`src/verilog/tru_pkg.sv`:
```
// shared constants and types for the temperature read and upload block
package tru_pkg;

	// ****************************************************************
	// widths and fixed codes
	// ****************************************************************
	localparam int BYTE_BITS = 8;
	localparam int WORD_BITS = 16;
	localparam logic [7:0] ADDR_READ = 8'h91;
	localparam logic [7:0] TIMEOUT_LOAD = 8'hFF;
	localparam logic [7:0] TIMEOUT_LAST = 8'h01;
	localparam int ACK_SEL_BIT = 1;
	localparam logic [4:0] BYTE_COUNT = 5'h08;
	localparam logic [4:0] WORD_COUNT = 5'h10;
	localparam logic [4:0] COUNT_LAST = 5'h01;

	// ****************************************************************
	// quarter phases of one scl bit
	// ****************************************************************
	localparam logic [1:0] PH_SETUP = 2'h0;
	localparam logic [1:0] PH_RISE = 2'h1;
	localparam logic [1:0] PH_HOLD = 2'h2;
	localparam logic [1:0] PH_FALL = 2'h3;

	// ****************************************************************
	// timing
	// ****************************************************************
	localparam int CLK_PERIOD_PS = 5000;
	localparam int T_QUARTER_NS = 2500;
	localparam int T_TIMEOUT_STEP_NS = 1000;
	// least times: round up to whole cycles
	localparam int QUARTER_CYC =
		(T_QUARTER_NS * 1000 + CLK_PERIOD_PS - 1) / CLK_PERIOD_PS;
	localparam int TIMEOUT_STEP_CYC =
		(T_TIMEOUT_STEP_NS * 1000 + CLK_PERIOD_PS - 1) / CLK_PERIOD_PS;

	// ****************************************************************
	// sequencer states
	// ****************************************************************
	typedef enum logic [9:0] {
		S_IDLE = 10'h001,
		S_START = 10'h002,
		S_SEND = 10'h004,
		S_ADDR_ACK = 10'h008,
		S_RECV = 10'h010,
		S_MACK = 10'h020,
		S_STOP = 10'h040,
		S_UP_HI = 10'h080,
		S_UP_LO = 10'h100
	} tru_state_t;

endpackage : tru_pkg

```
`src/verilog/tru_pin_sync.sv`:
```
// three-stage synchroniser with agreement filter for a pin input
`timescale 1ns/1ps
`default_nettype none

module tru_pin_sync #(
	parameter logic RESET_LEVEL = 1'b0
) (
	input wire logic clk,
	input wire logic srst,
	input wire logic pin,
	output logic level
);
	typedef struct packed {
		logic ff1;
		logic ff2;
		logic ff3;
		logic level;
	} tru_sync_t;

	tru_sync_t r_reg;
	tru_sync_t r_next;

	// ff1 feeds only ff2; the filter looks at ff2 and ff3
	always_comb begin
		r_next = r_reg;
		r_next.ff1 = pin;
		r_next.ff2 = r_reg.ff1;
		r_next.ff3 = r_reg.ff2;
		if (r_reg.ff2 == r_reg.ff3) begin
			r_next.level = r_reg.ff3;
		end
	end

	always_ff @(posedge clk) begin
		if (srst) begin
			r_reg <= {4{RESET_LEVEL}};
		end else begin
			r_reg <= r_next;
		end
	end

	assign level = r_reg.level;

endmodule : tru_pin_sync

`default_nettype wire

```
`src/verilog/tru_tick.sv`:
```
// free-running divider giving a one-cycle tick every PERIOD cycles
`timescale 1ns/1ps
`default_nettype none

module tru_tick #(
	parameter int PERIOD = 500,
	parameter int CW = 12
) (
	input wire logic clk,
	input wire logic srst,
	output logic tick
);
	localparam logic [CW-1:0] LAST = CW'(PERIOD - 1);

	typedef struct packed {
		logic [CW-1:0] count;
		logic tick;
	} tru_tick_t;

	tru_tick_t r_reg;
	tru_tick_t r_next;

	always_comb begin
		r_next = r_reg;
		r_next.tick = 1'b0;
		if (r_reg.count == LAST) begin
			r_next.count = '0;
			r_next.tick = 1'b1;
		end else begin
			r_next.count = r_reg.count + CW'(1);
		end
	end

	always_ff @(posedge clk) begin
		if (srst) begin
			r_reg <= '0;
		end else begin
			r_reg <= r_next;
		end
	end

	assign tick = r_reg.tick;

endmodule : tru_tick

`default_nettype wire

```
`src/verilog/tru_top.sv`:
```
// two-wire temperature fetch and three-wire serial upload controller
//
// Behaviour
// - fetch each result as a two-byte read
// - keep first byte high, second byte low
// - ack_select bit 1 picks ack or nack
// - msb first; first byte moved before second
// - address byte 0x91 follows the start
// - ack first data byte, nack the second
// - per bit: scl high, shift in sda, low
// - ack holds sda low; nack pulses then lowers
// - release sda to receive, preload zero after
// - start, address, byte, move, byte, stop
// - frame_sync low announces a pending upload
// - timeout without clock edge during the high byte aborts the upload
// - each rising upload clock presents next bit
// - clock low: count down, await next edge
// - frame_sync high once all bits sent
// - link is frame_sync, upload_data, upload_clock
// - timeout counter starts at 0xFF
// - sixteen bits, high byte first
// - start and stop made while scl high
`timescale 1ns/1ps
`default_nettype none

module tru_top #(
	parameter int QUARTER_CYCLES = tru_pkg::QUARTER_CYC,
	parameter int TIMEOUT_STEP_CYCLES = tru_pkg::TIMEOUT_STEP_CYC
) (
	input wire logic CLK_SYS,
	input wire logic SRST,
	input wire logic FETCH_START,
	input wire logic SDA_I,
	output logic SDA_O,
	output logic SDA_OE_N,
	output logic SCL_O,
	input wire logic UPLOAD_CLOCK_PIN,
	output logic UPLOAD_DATA_PIN,
	output logic FRAME_SYNC_PIN,
	output logic [tru_pkg::BYTE_BITS-1:0] RESULT_HIGH,
	output logic [tru_pkg::BYTE_BITS-1:0] RESULT_LOW,
	output logic ADDR_ACK,
	output logic BUSY,
	output logic FETCH_DONE
);
	import tru_pkg::*;

	// ****************************************************************
	// state
	// ****************************************************************
	typedef struct packed {
		tru_state_t st;
		logic [1:0] phase;
		logic [4:0] bits;
		logic [7:0] tx;
		logic [7:0] result_low;
		logic [7:0] result_high;
		logic [1:0] ack_select;
		logic addr_ack;
		logic scl;
		logic sda;
		logic sda_oe_n;
		logic frame_sync;
		logic upload_data;
		logic [7:0] timeout;
		logic [15:0] word;
		logic busy;
		logic done;
	} tru_regs_t;

	tru_regs_t r_reg;
	tru_regs_t r_next;

	logic sda_s;
	logic uclk_s;
	logic qtick;
	logic ttick;

	function automatic logic [4:0] dec_count(input logic [4:0] c);
		dec_count = c - COUNT_LAST;
	endfunction : dec_count

	function automatic logic is_last(input logic [4:0] c);
		is_last = (c == COUNT_LAST);
	endfunction : is_last

	// ****************************************************************
	// pin synchronisers and timebases
	// ****************************************************************
	tru_pin_sync #(
		.RESET_LEVEL(1'b1)
	) u_sda_sync (
		.clk(CLK_SYS),
		.srst(SRST),
		.pin(SDA_I),
		.level(sda_s)
	);

	// the upload clock is sampled, not used as a clock
	tru_pin_sync #(
		.RESET_LEVEL(1'b0)
	) u_uclk_sync (
		.clk(CLK_SYS),
		.srst(SRST),
		.pin(UPLOAD_CLOCK_PIN),
		.level(uclk_s)
	);

	tru_tick #(
		.PERIOD(QUARTER_CYCLES),
		.CW(12)
	) u_quarter (
		.clk(CLK_SYS),
		.srst(SRST),
		.tick(qtick)
	);

	tru_tick #(
		.PERIOD(TIMEOUT_STEP_CYCLES),
		.CW(12)
	) u_tstep (
		.clk(CLK_SYS),
		.srst(SRST),
		.tick(ttick)
	);

	// ****************************************************************
	// sequencer
	// ****************************************************************
	always_comb begin
		r_next = r_reg;
		r_next.done = 1'b0;
		unique case (r_reg.st)
			S_IDLE: begin
				// both lines idle high
				r_next.busy = 1'b0;
				r_next.scl = 1'b1;
				r_next.sda = 1'b1;
				r_next.sda_oe_n = 1'b0;
				if (FETCH_START) begin
					r_next.busy = 1'b1;
					r_next.st = S_START;
					r_next.phase = PH_SETUP;
				end
			end
			S_START: begin
				if (qtick) begin
					if (r_reg.phase == PH_SETUP) begin
						r_next.sda = 1'b0;
						r_next.phase = PH_RISE;
					end else begin
						r_next.scl = 1'b0;
						r_next.tx = ADDR_READ;
						r_next.bits = BYTE_COUNT;
						r_next.phase = PH_SETUP;
						r_next.st = S_SEND;
					end
				end
			end
			S_SEND: begin
				if (qtick) begin
					r_next.phase = r_reg.phase + 2'h1;
					unique case (r_reg.phase)
						PH_SETUP: begin
							r_next.sda = r_reg.tx[BYTE_BITS-1];
						end
						PH_RISE: begin
							r_next.scl = 1'b1;
						end
						PH_HOLD: begin
						end
						PH_FALL: begin
							r_next.scl = 1'b0;
							r_next.tx = {r_reg.tx[6:0], 1'b0};
							r_next.bits = dec_count(r_reg.bits);
							if (is_last(r_reg.bits)) begin
								r_next.sda_oe_n = 1'b1;
								r_next.st = S_ADDR_ACK;
							end
						end
					endcase
				end
			end
			S_ADDR_ACK: begin
				// acknowledge is recorded, not acted upon
				if (qtick) begin
					r_next.phase = r_reg.phase + 2'h1;
					unique case (r_reg.phase)
						PH_SETUP: begin
						end
						PH_RISE: begin
							r_next.scl = 1'b1;
						end
						PH_HOLD: begin
							r_next.addr_ack = ~sda_s;
						end
						PH_FALL: begin
							r_next.scl = 1'b0;
							r_next.sda = 1'b0;
							r_next.bits = BYTE_COUNT;
							r_next.ack_select[ACK_SEL_BIT] = 1'b0;
							r_next.st = S_RECV;
						end
					endcase
				end
			end
			S_RECV: begin
				if (qtick) begin
					r_next.phase = r_reg.phase + 2'h1;
					unique case (r_reg.phase)
						PH_SETUP: begin
							r_next.sda_oe_n = 1'b1;
						end
						PH_RISE: begin
							r_next.scl = 1'b1;
						end
						PH_HOLD: begin
							// msb arrives first
							r_next.result_low = {r_reg.result_low[6:0], sda_s};
						end
						PH_FALL: begin
							r_next.scl = 1'b0;
							r_next.bits = dec_count(r_reg.bits);
							if (is_last(r_reg.bits)) begin
								r_next.sda = 1'b0;
								r_next.sda_oe_n = 1'b0;
								r_next.st = S_MACK;
							end
						end
					endcase
				end
			end
			S_MACK: begin
				if (qtick) begin
					r_next.phase = r_reg.phase + 2'h1;
					unique case (r_reg.phase)
						PH_SETUP: begin
							r_next.sda = r_reg.ack_select[ACK_SEL_BIT];
						end
						PH_RISE: begin
							r_next.scl = 1'b1;
						end
						PH_HOLD: begin
							// a nack ends its pulse a quarter early
							if (r_reg.ack_select[ACK_SEL_BIT]) begin
								r_next.scl = 1'b0;
							end
						end
						PH_FALL: begin
							r_next.scl = 1'b0;
							r_next.sda = 1'b0;
							if (r_reg.ack_select[ACK_SEL_BIT]) begin
								r_next.st = S_STOP;
							end else begin
								r_next.result_high = r_reg.result_low;
								r_next.ack_select[ACK_SEL_BIT] = 1'b1;
								r_next.bits = BYTE_COUNT;
								r_next.st = S_RECV;
							end
						end
					endcase
				end
			end
			S_STOP: begin
				if (qtick) begin
					if (r_reg.phase == PH_SETUP) begin
						r_next.scl = 1'b1;
						r_next.phase = PH_RISE;
					end else begin
						r_next.sda = 1'b1;
						r_next.phase = PH_SETUP;
						r_next.done = 1'b1;
						r_next.frame_sync = 1'b0;
						r_next.upload_data = 1'b0;
						r_next.timeout = TIMEOUT_LOAD;
						r_next.bits = WORD_COUNT;
						// high byte leads
						r_next.word = {r_reg.result_high, r_reg.result_low};
						r_next.st = S_UP_HI;
					end
				end
			end
			S_UP_HI: begin
				// relies on the computer clocking after sync low
				if (uclk_s) begin
					r_next.upload_data = r_reg.word[WORD_BITS-1];
					r_next.word = {r_reg.word[14:0], 1'b0};
					r_next.st = S_UP_LO;
				end else if (r_reg.bits > BYTE_COUNT && ttick) begin
					// timeout only guards the high byte
					r_next.timeout = r_reg.timeout - 8'h01;
					if (r_reg.timeout == TIMEOUT_LAST) begin
						r_next.frame_sync = 1'b1;
						r_next.st = S_IDLE;
					end
				end
			end
			S_UP_LO: begin
				if (!uclk_s) begin
					r_next.bits = dec_count(r_reg.bits);
					if (is_last(r_reg.bits)) begin
						r_next.frame_sync = 1'b1;
						r_next.st = S_IDLE;
					end else begin
						r_next.st = S_UP_HI;
					end
				end
			end
			default: begin
				r_next.st = S_IDLE;
			end
		endcase
	end

	always_ff @(posedge CLK_SYS) begin
		if (SRST) begin
			r_reg <= '0;
			r_reg.st <= S_IDLE;
			r_reg.scl <= 1'b1;
			r_reg.sda <= 1'b1;
			r_reg.frame_sync <= 1'b1;
		end else begin
			r_reg <= r_next;
		end
	end

	// ****************************************************************
	// outputs
	// ****************************************************************
	assign SDA_O = r_reg.sda;
	assign SDA_OE_N = r_reg.sda_oe_n;
	assign SCL_O = r_reg.scl;
	assign UPLOAD_DATA_PIN = r_reg.upload_data;
	assign FRAME_SYNC_PIN = r_reg.frame_sync;
	assign RESULT_HIGH = r_reg.result_high;
	assign RESULT_LOW = r_reg.result_low;
	assign ADDR_ACK = r_reg.addr_ack;
	assign BUSY = r_reg.busy;
	assign FETCH_DONE = r_reg.done;

endmodule : tru_top

`default_nettype wire

```
`config.mk`:
```
export PLATFORM = sky130hd
export DESIGN_NAME = tru_top
export DESIGN_NICKNAME = d
export VERILOG_FILES = /design/src/verilog/tru_pkg.sv /design/src/verilog/tru_pin_sync.sv /design/src/verilog/tru_tick.sv /design/src/verilog/tru_top.sv
export SDC_FILE = /design/constraint.sdc
export NUM_CORES = 1
export LEC_CHECK = 0
export ABC_AREA = 1
export BUFFER_PORTS_ARGS = -buffer_cell sky130_fd_sc_hd__buf_2
export CAP_MARGIN = 10
export CORE_ASPECT_RATIO = 1.5
export CORE_MARGIN = 4
export CORE_UTILIZATION = 50
export CTS_CLUSTER_DIAMETER = 40
export DETAILED_ROUTE_END_ITERATION = 10
export GPL_TIMING_DRIVEN = 0
export PLACE_DENSITY = 0.73
export SYNTH_ARGS = -nofsm -noshare
export SYNTH_HDL_FRONTEND = slang
export SYNTH_HIERARCHICAL = 1
export SYNTH_SLANG_ARGS = --single-unit
```
`constraint.sdc`:
```
create_clock -name CLK_SYS -period 3.39 [get_ports CLK_SYS]
set_input_delay 0.5085 -clock CLK_SYS [delete_from_list [all_inputs] [get_ports CLK_SYS]]
set_output_delay 0.5085 -clock CLK_SYS [all_outputs]
set_load 0.005 [all_outputs]
```
==> results.md, run 1 <==
* FF+latch area at ~2100 µm²
* Final setup margin at 1.24 ns
* Final min period at 2.15 ns
* Hold EP: u_sda_sync/r_next[2]
* Status: finished clean
* RR Endpoint: r_reg[20]
* Dominant cells by area after synthesis: dfxtp_1 (39%), nand2_1 (14%), nor2_1 (7.4%), nand3_1 (5.3%), inv_1 (4.9%)
* Reg2Reg Depth at 12
* Slew HR at 52.7%
* Gpl congestion at 0.969
* Final nets at 860
* Power per cell area at 615 nW/µm²
* First-pass GRT wire length at about 22 mm
* Vias in the first global route at just under 5,000
* Yosys cell types at 42
* Max reg flops at 49
* R2R Setup Slk at 1.24 ns
* Syn. warnings at 6
* Std cell rows at 46
* Area grow syn2layout at 11.7%
* Syn Std Cell Area at 5560 µm²
* Initial antenna violation count at 0
* GRT met1 Usage at around a quarter
* Starting Density at roughly 52%
* Grt peak-use layer: met2
* Clock Latency Late Sink at 0.35 ns
* CP Capture Type: flop
* Largest net degree at the start of global routing at 17
* Die area at 12,900 µm²
* Fin crit share at a little under two thirds
* Number of synthesized flops with an enable pin at 0
* GR Util All Layers at 21.6%
* Worst endpoint required time at 3.59 ns
* I/O pins at 29
* Num CTS Buffers at 9
* Endpoints failing setup at 0
* Synth top area share at about 39%
* TNS Setup at 0 ns
* R2r startpoint: r_reg[70]
* Post-synthesis sequential area ratio at 38.5%
* DRC at 0
* Startpoint types: flop
* Post-DP HPWL at a little over 10 mm
* Top-count cell post-synth: nand2_1
* Post-Syn Nets at 821
* Synth Area per Inst at 6.91 µm²
* Max-cap violations at 0
* CTS tree: yes
* Multi-input logic area at roughly 2900 µm²
* Grt ovf at 0
* Final core occ at just under 60%
* Hold Buf Count CTS at 0
* Yosys top cell by area: dfxtp_1
* First drt pass iteration count at 5
* Pleak at 0.00271 µW
* Ant diodes at 0
* WHS at 0.342 ns
* Area share of and/or/nand/nor cells after synthesis at 34.6%
* XOR/XNOR share of the synthesized area at 2.05%
* Layout fillers at 1,055
* RSZ-0062 raised after global routing: no
* Worst Path Max Fanout at 10
* Post-cts resize count at 0
* Die W at 94.1 µm
* PortBufs at 28
* Ys flop type: dfxtp_1
* Slew Limit Fails at 0
* Synth Area in Compound Gates at 12.4%
* Clock skew at 0.0127 ns
* Core Region at 10,700 µm²
* Mux share of post-synthesis cell area at 0%
* DRT antenna net count at 0
* Async set or reset register ratio after synthesis at 0%
* Root Driver: clkbuf_16
* Worst-path clk slew at 0.07 ns
* Synthesized netlist cell count at 805
* Placement Setup Slack at 1.34 ns
* Adder-Cell Fraction of Synth Area at 2.48%
* Max VDD drop at 329 µV
* M3 GR Usage at 3.63%
* H-tree levels at 3
* Max Clock Freq at 466 MHz
* Longest Clk Path Bufs at 2
* Vias at 5,172
* Post-synth top cells: nand2_1 (200), nor2_1 (109), dfxtp_1 (107), inv_1 (72), nand3_1 (59)
* Worst hold path type: input port to flop
* Initial DRC Count at 212
* Data arrival, critical path at 2.35 ns
* WL per Instance at 13.7 µm
* Largest family of logic cells by synthesized area: simple AND/OR/NAND/NOR gates
* Met2 Usage GRT at 39.2%
* WHS Path Cells at 2
* Hold path startpoint: SDA_I
* Least-Margin Pin Slew at about 0.71 ns
* Post-CTS Setup Repair Bufs at 0
* Setup CP Type: flop to flop
* Yosys reg bits at 107
* Height of the die at approximately 140 µm
* Final hold viol count at 0
* DR vias/cell at around 5.2
* CTS sink cnt at 107
* Layout cells sized above 1 at 15.2%
* Final wirelength at between 10 and 15 mm
[stage by stage]
stage                     power (µW)  cells  cell area, µm²
after detailed placement        2690    977            5880
after global placement          2650    977            5880
final                           3820    993            6210
after global routing            4050    993            6210
after CTS                       3830    993            6210
after floorplan                 2400    805            5560
[power by group]
group | total (µW) | switching (µW) | internal (µW)
Sequential | 1450 | 82.2 | 1360
Clock | 1150 | 459 | 687
Combinational | 1230 | 812 | 415
Total | 3820 | 1350 | 2470
[per-layer routing]
layer | part of all wire (%) | vias to the layer above
met5 | 0 | -
met3 | 3.8 | 36
met1 | 42 | 2363
li1 | - | 2643
met4 | 3.8 | 0
met2 | 51 | 130
[cell type report]
cell class,count,area share (%)
Clock inverter,4,1.17
Clock buffer,12,4.13
Multi-Input combinational cell,577,46.2
Buffer,34,3.59
Sequential cell,107,34.5
Inverter,87,5.30
Timing Repair Buffer,28,2.26
Tap cell,144,2.90
[critical path, stage by stage (launching register included)]
cell     delay (ns)
dfxtp_1        0.34
inv_2          0.07
nand2_1        0.06
nor2_1         0.38
nand2_4        0.22
inv_4          0.17
nand2_2        0.09
nand2_1        0.14
nor2_2         0.06
nand2_2        0.17
inv_2          0.12
o21ai_1        0.10
a21oi_1        0.08
[cells in the final DEF (no fill, tap or decap), types with 5 or more instances in the layout]
| master | count |
|---|---|
| a21oi_1 | 46 |
| a21oi_2 | 5 |
| a31oi_1 | 12 |
| buf_2 | 34 |
| buf_4 | 19 |
| clkbuf_1 | 8 |
| clkbuf_16 | 9 |
| dfxtp_1 | 107 |
| ha_1 | 11 |
| inv_1 | 72 |
| inv_2 | 13 |
| nand2_1 | 200 |
| nand2_2 | 12 |
| nand3_1 | 59 |
| nand3_2 | 5 |
| nand4_1 | 6 |
| nor2_1 | 109 |
| nor2_2 | 9 |
| nor2_4 | 5 |
| nor3_1 | 7 |
| o21ai_0 | 33 |
| o21ai_1 | 10 |
| xnor2_1 | 6 |
| xor2_1 | 7 |
[worst max path at each step]
stage / startpoint / end / slack, ns
global placement: r_reg[63] / r_reg[69] / 1.36
detailed placement: r_reg[70] / r_reg[25] / 1.34
global route: r_reg[70] / r_reg[22] / 1.15
finish: r_reg[70] / r_reg[20] / 1.24
CTS: r_reg[70] / r_reg[20] / 1.28
floorplan: r_reg[64] / r_reg[67] / 1.80
[cells by family (layout without fill, tap and decap cells)]
kind of cell    count (synthesis)  count (layout)
compound gates                122             122
xor+xnor                       13              13
fa+ha+maj                      11              11
buf+inv                       121             165
flops                         107             107
simple gates                  431             431
Note: power is estimated with default switching activity, not from simulation.
==> run 2, diff against run 1 <==
--- a/config.mk
+++ b/config.mk
@@ -5,7 +5,7 @@
 export SDC_FILE = /design/constraint.sdc
 export NUM_CORES = 1
 export LEC_CHECK = 0
-export ABC_AREA = 1
+export ABC_AREA = 0
 export BUFFER_PORTS_ARGS = -buffer_cell sky130_fd_sc_hd__buf_2
 export CAP_MARGIN = 10
 export CORE_ASPECT_RATIO = 1.5
@@ -14,7 +14,7 @@
 export CTS_CLUSTER_DIAMETER = 40
 export DETAILED_ROUTE_END_ITERATION = 10
 export GPL_TIMING_DRIVEN = 0
-export PLACE_DENSITY = 0.73
+export PLACE_DENSITY = 0.76
 export SYNTH_ARGS = -nofsm -noshare
 export SYNTH_HDL_FRONTEND = slang
 export SYNTH_HIERARCHICAL = 1
==> constraint.sdc (replaced) <==
create_clock -name CLK_SYS -period 1.8 [get_ports CLK_SYS]
set_input_delay 0.27 -clock CLK_SYS [delete_from_list [all_inputs] [get_ports CLK_SYS]]
set_output_delay 0.27 -clock CLK_SYS [all_outputs]
set_load 0.005 [all_outputs]
==> run 2 against run 1 <==
The run now ends with setup timing left. Die area decreased by 6.9%. First-iteration DRC count increased by 91%. Sequential power up 83%. Clock power increased by 75%. Sequential share of layout area fell by 3.1 points. Highest routed layer unchanged.
==> results.md, run 2 <==
* R2r startpoint: r_reg[68]
* Placed cell areas at 5580 µm²
* Worst endpoint required time at 2.07 ns
* DR vias/cell at 6.08
* Sw frac at around a third
* XOR/XNOR share of the synthesized area at about 3.7%
* R2R Setup Slk at -0.68 ns
* Yosys reg bits at between 100 and 150
* Status: complete, but fails checks
* CTS tree: yes
* Gpl congestion at 0.980
* Die area at 12,000 µm²
* Die W at 90.8 µm
* Pleak at approximately 0.0027 µW
* Most frequent cells in the layout: dfxtp_1 (95), nor2_1 (73), buf_4 (70)
* Dominant cells by area after synthesis: dfxtp_1 (42%), nor2_1 (5.9%), mux2i_1 (5.3%), a21oi_1 (4.4%), nand2_1 (3.6%)
* Mux share of post-synthesis cell area at 5.25%
* Async set or reset register ratio after synthesis at 0%
* Post-synthesis sequential area ratio at 41.6%
* Switching power at 2400 µW
* Endpoints failing setup at 72
* Reg power frac at 36.5%
* Syn Std Cell Area at roughly 5100 µm²
* RSZ-0062 raised after global routing: yes
* Slowest stage delay, CP at 0.31 ns
* Clock Latency Late Sink at 0.36 ns
* Layout fillers at 728
* Hold path startpoint: SDA_I
* Final hold viol count at 0
* Worst-path clk slew at 0.07 ns
* CTS sink cnt at 107
* GR Util All Layers at 22.7%
* Placement Setup Slack at -0.912 ns
* Clock skew at 0.0107 ns
* Final setup margin at -0.678 ns
* Grt ovf at 0
* Longest Clk Path Bufs at 2
* Max reg flops at between 40 and 50
* Failing checks: setup timing
* Worst Path Max Fanout at 8
* Fin crit share at 138%
* Std cell rows at between 40 and 50
* FF+latch area at 2160 µm²
* Top-count cell post-synth: dfxtp_1
* Final wirelength at 14.9 mm
* Ant diodes at 0
* Max-cap violations at 0
* Max VDD drop at approximately 670 µV
* DRC at 0
* Setup CP Type: flop to flop
* Root Driver: clkbuf_16
* Vias at 4,977
* Critical path origin: r_reg[68]
* Final nets at 713
* Synth top area share at 41.6%
* Core Region at 10,100 µm²
* Max Clock Freq at slightly above 400 MHz
* RR Endpoint: r_reg[50]
* Slew HR at 45.0%
* Vias in the first global route at 4,683
* Worst hold path type: input port to flop
* Hold EP: u_sda_sync/r_next[2]
* Most frequent standard cell in the layout excluding fill and tap cells: dfxtp_1
* Slew Limit Fails at 0
* Buf/Inv on CP at 4
* Synth Area per Inst at 8.62 µm²
* Ys flop type: dfxtp_1
* Data arrival, critical path at approximately 2.8 ns
* First-pass GRT wire length at between 20 and 25 mm
* Startpoint types: flop
* Most used cell, CP: buf_6
* Synth Area in Compound Gates at 16.3%
* First drt pass iteration count at 5
* Least-Margin Pin Slew at around 0.83 ns
* Post-Syn Nets at 613
* Multi-input logic area at approximately 3100 µm²
* Finished Cell Area at 6900 µm²
* Area share of and/or/nand/nor cells after synthesis at 23.8%
* WL per Instance at 18.3 µm
* PortBufs at 28
* Post-synth top cells: dfxtp_1 (107), nor2_1 (81), nand2_1 (49), a21oi_1 (45), mux2i_1 (27)
* I/O pins at 29
* Layout cells sized above 1 at 35.2%
* Final min period at 2.48 ns
* Slowest CP cell: dfxtp_2
* Synthesized netlist cell count at about 600
* DRT antenna net count at 0
* Clock share of power at 27.6%
* Power per cell area at 1060 nW/µm²
* CP delay by family, top: simple AND/OR/NAND/NOR gates
* Area grow syn2layout at 34.0%
* CP Capture Type: flop
* Largest family of logic cells by synthesized area: simple AND/OR/NAND/NOR gates
* Combinational power share at 36.0%
* Initial DRC Count at 405
* Reg2Reg Depth at 11
* WHS Path Cells at 2
* Height of the die at 132 µm
* Starting Density at 51.1%
* Syn. warnings at 6
* Crit-path cells: buf_6 > nor4_4 > buf_4 > buf_6 > nand4b_1 > nor2_2 > a211o_1 > or2_4 > buf_6 > nand3_1 > a31oi_1
* H-tree levels at 3
* Num CTS Buffers at 9
* Int Power at between 4000 and 5000 µW
* Post-DP HPWL at 9.06 mm
* Largest net degree at the start of global routing at 18
* Yosys top cell by area: dfxtp_1
* Number of synthesized flops with an enable pin at 0
* Yosys cell types at 65
* Adder-Cell Fraction of Synth Area at 2.67%
* Hold Buf Count CTS at 0
* Initial antenna violation count at 0
run 2: changes by cell type in the layout (fill, tap and decap cells not counted), sizes merged, moves of 7 or more:
cell	before	now
mux2i	0	27
nor2b	0	7
nor2	124	82
nand3	64	22
nand4b	0	7
o21ai	45	23
a211oi	4	18
inv	86	20
nand2	215	49
buf	55	122
xor2	7	16
clkbuf	19	26
run 2: stage by stage:
step	total power [µW]	hold slack, ns	utilization [%]	instances	setup TNS (ns)
after floorplan	3720	0.339	-	597	-13.29
after global placement	4050	0.405	55.3	742	-43.28
after detailed placement	4080	0.398	55.3	742	-43.90
after CTS	6750	0.0976	63.7	796	-23.67
after global routing	7540	0.107	68.4	818	-35.94
final	7280	0.100	68.4	818	-30.20
run 2: cell type report:
cell class	count	share of cell area, %
Timing Repair Buffer	94	10.7
Multi-Input combinational cell	424	45.4
Buffer	43	5.12
Clock inverter	4	0.853
Inverter	18	0.980
Tap cell	117	2.12
Clock buffer	11	3.52
Sequential cell	107	31.4
run 2: per-layer routing:
layer	track usage, %	share of wire [%]	up-vias
li1	-	-	2306
met5	0	0	-
met2	41.3	52	205
met3	3.26	5.0	89
met1	24.3	36	2377
met4	14.2	6.8	0
run 2: repair_timing:
item | in CTS | in global routing
setup buffers | 38 | 26
pin swaps | 31 | 44
endpoints found under the setup margin | 82 | 82
gates cloned | 3 | 1
gates resized for setup | 61 | 75
run 2: power by group through the flow:
stage	Clock [µW]	Combinational, µW	Sequential (µW)
after floorplan	0	1110	2610
after global placement	0	1410	2630
after detailed placement	0	1440	2640
after CTS	2050	2070	2630
after global routing	2130	2740	2670
final	2010	2620	2660
run 2: worst max path at each step:
stage / to / slack (ns) / cells past startpoint
floorplan: r_reg[60] / -0.46 / 8
global placement: r_reg[60] / -0.88 / 8
detailed placement: r_reg[60] / -0.91 / 8
CTS: r_reg[58] / -0.56 / 10
global route: r_reg[50] / -0.76 / 11
finish: r_reg[50] / -0.68 / 11
run 2: logic make-up (layout without fill, tap and decap cells):
kind of cell / after synthesis / in the layout
AND/OR/NAND/NOR: 235 / 235
AO/OA/AOI/OAI: 129 / 129
flip-flops: 107 / 107
buffers and inverters: 66 / 170
multiplexers: 27 / 27
XOR/XNOR: 22 / 22
adder cells (fa/ha/maj): 11 / 11
run 2: worst register-to-register path, delay by kind of cell (launching register included):
kind	cells	cell delay, ns
compound gates	2	0.41
buf+inv	4	0.58
flops	1	0.31
simple gates	5	1.08
==> run 3, diff against run 2 <==
--- a/config.mk
+++ b/config.mk
@@ -13,7 +13,6 @@
 export CORE_UTILIZATION = 50
 export CTS_CLUSTER_DIAMETER = 40
 export DETAILED_ROUTE_END_ITERATION = 10
-export GPL_TIMING_DRIVEN = 0
 export PLACE_DENSITY = 0.76
 export SYNTH_ARGS = -nofsm -noshare
 export SYNTH_HDL_FRONTEND = slang
==> run 3 against run 2 <==
The run still ends with setup timing left. Setup slack better by 0.25 ns. Clock skew is 0.0056 ns lower. Die area stayed put. Via count is 0.26% higher. Utilization is 4.9 points higher. Sequential share of layout area is 1.9 points lower. Fmax is 11% higher. Power is 0.93% higher. Register-to-register slack better by 0.25 ns. Critical path depth is 3 lower. Largest cell class unchanged.
==> results.md, run 3 (same netlist as run 2, synthesis figures left out) <==
* Ant diodes at 0
* Hold EP: u_sda_sync/r_next[2]
* RR Endpoint: SCL_O
* Worst endpoint required time at 2.08 ns
* Hold path startpoint: SDA_I
* Num CTS Buffers at 9
* DRC at 0
* Vias in the first global route at 4,702
* Data arrival, critical path at 2.51 ns
* Initial DRC Count at 250
* Slew Limit Fails at 0
* R2R Setup Slk at -0.42 ns
* Most frequent cells in the layout: buf_4 (99), dfxtp_1 (93), nor2_1 (64)
* Most frequent standard cell in the layout excluding fill and tap cells: buf_4
* Status: complete, but fails checks
* Max-cap violations at 0
* Clock skew at between 0.005 and 0.006 ns
* DR vias/cell at 5.85
* Longest Clk Path Bufs at 2
* Final min period at ~2.2 ns
* Layout fillers at 671
* Final wirelength at 15.1 mm
* Final core occ at 73.3%
* DRT antenna net count at 0
* CTS tree: yes
* WL per Instance at 17.7 µm
* Reg power frac at 35.5%
* Final hold viol count at 0
* Placement Setup Slack at -0.501 ns
* Power per cell area at around 1000 nW/µm²
* Die W at 90.8 µm
* Switching power at 2390 µW
* Initial antenna violation count at 0
* Largest net degree at the start of global routing at 41
* Max reg flops at 49
* Vias at 4,990
* Pleak at 0.00296 µW
* Worst-path clk slew at 0.07 ns
* Setup CP Type: flop to flop
* Height of the die at 132 µm
* Worst hold path type: input port to flop
* I/O pins at 29
* Slew HR at 54.6%
* Root Driver: clkbuf_16
* Sw frac at around 33%
* Clock Latency Late Sink at 0.35 ns
* Tot Pwr at 7350 µW
* WHS Path Cells at 2
* Least-Margin Pin Slew at around 0.68 ns
* Final setup margin at -0.424 ns
* Gpl congestion at 0.940
* Max VDD drop at 720 µV
* Area grow syn2layout at 43.5%
* Finished Cell Area at 7390 µm²
* Starting Density at 51.1%
* H-tree levels at 3
* PortBufs at 28
* Hold Buf Count CTS at 0
* CP Capture Type: flop
* Placed cell areas at 6050 µm²
* RSZ-0062 raised after global routing: yes
* CTS sink cnt at around 110
* Final nets at 748
* Core Region at a little over 10,000 µm²
* Clock share of power at 26.4%
* Int Power at 4960 µW
* Max Clock Freq at between 400 and 500 MHz
* Failing checks: setup timing
* Startpoint types: flop
* Std cell rows at 45
* Layout cells sized above 1 at 42.7%
* Die area at 12,000 µm²
* Endpoints failing setup at 67
* Combinational power share at 38.1%
* GR Util All Layers at between 20% and 30%
* Fin crit share at 124%
* Grt ovf at 0
* Reg2Reg Depth at 8
* R2r startpoint: r_reg[73]
* First-pass GRT wire length at 21.9 mm
* First drt pass iteration count at 5
* Post-DP HPWL at slightly below 10 mm
* Worst Path Max Fanout at 5
-- run 3: how the worst max path moves through the flow --
stage / start / endpoint / slack, ns / cells after the start
6_report: r_reg[73] / SCL_O / -0.42 / 8
5_1_grt: r_reg[71] / SCL_O / -0.54 / 7
2_1_floorplan: r_reg[68] / r_reg[60] / -0.46 / 8
3_3_place_gp: r_reg[68] / SCL_O / -0.44 / 9
3_5_place_dp: r_reg[71] / SCL_O / -0.50 / 9
4_1_cts: r_reg[68] / r_reg[65] / -0.35 / 7
-- run 3: power by group through the flow --
stage / registers [µW] / logic, µW / clock network [µW]
detailed placement: 2640 / 1930 / 0
global route: 2620 / 2960 / 2070
CTS: 2590 / 2140 / 1970
finish: 2610 / 2800 / 1940
floorplan: 2610 / 1110 / 0
global placement: 2630 / 1910 / 0
-- run 3: per-layer routing --
metal  track usage [%]  part of all wire [%]  up-vias
li1                  -                     -     2383
met1              24.8                    38     2432
met2              40.9                    55      136
met3              3.43                   3.2       39
met4              10.1                   3.6        0
met5                 0                     0        -
-- run 3: area by class of cell --
type                       count  area, µm²  area share, %
inverter                      18       67.6          0.915
tap                          117        146           1.98
clock inverter                 6       65.1          0.881
timing repair buffer         172       1480           20.0
multi-input combinational    424       3230           43.7
sequential                   107       2170           29.4
clock buffer                   9        225           3.05
-- run 3: worst max-delay path: stages, from the launching register on --
cell       delay (ns)
dfxtp_4          0.36
nor4_4           0.34
nand4b_1         0.16
buf_6            0.16
nand4_1          0.16
nor2_1           0.12
a2111oi_1        0.44
a21boi_2         0.24
mux2i_1          0.18
-- run 3: repair_timing --
item                                    4_1_cts  5_1_grt
resized for setup                            35      149
endpoints found under the setup margin       70       83
buffers inserted                             11       34
cloned                                        0        1
pin swaps                                    16       70
-- run 3: stage by stage --
stage          cells  hold slack [ns]  TNS, ns
5_1_grt          853            0.127   -21.45
3_3_place_gp     798            0.398   -17.40
3_5_place_dp     798            0.412   -19.26
4_1_cts          824            0.123   -12.81
2_1_floorplan    597            0.339   -13.29
6_report         853            0.124   -16.07
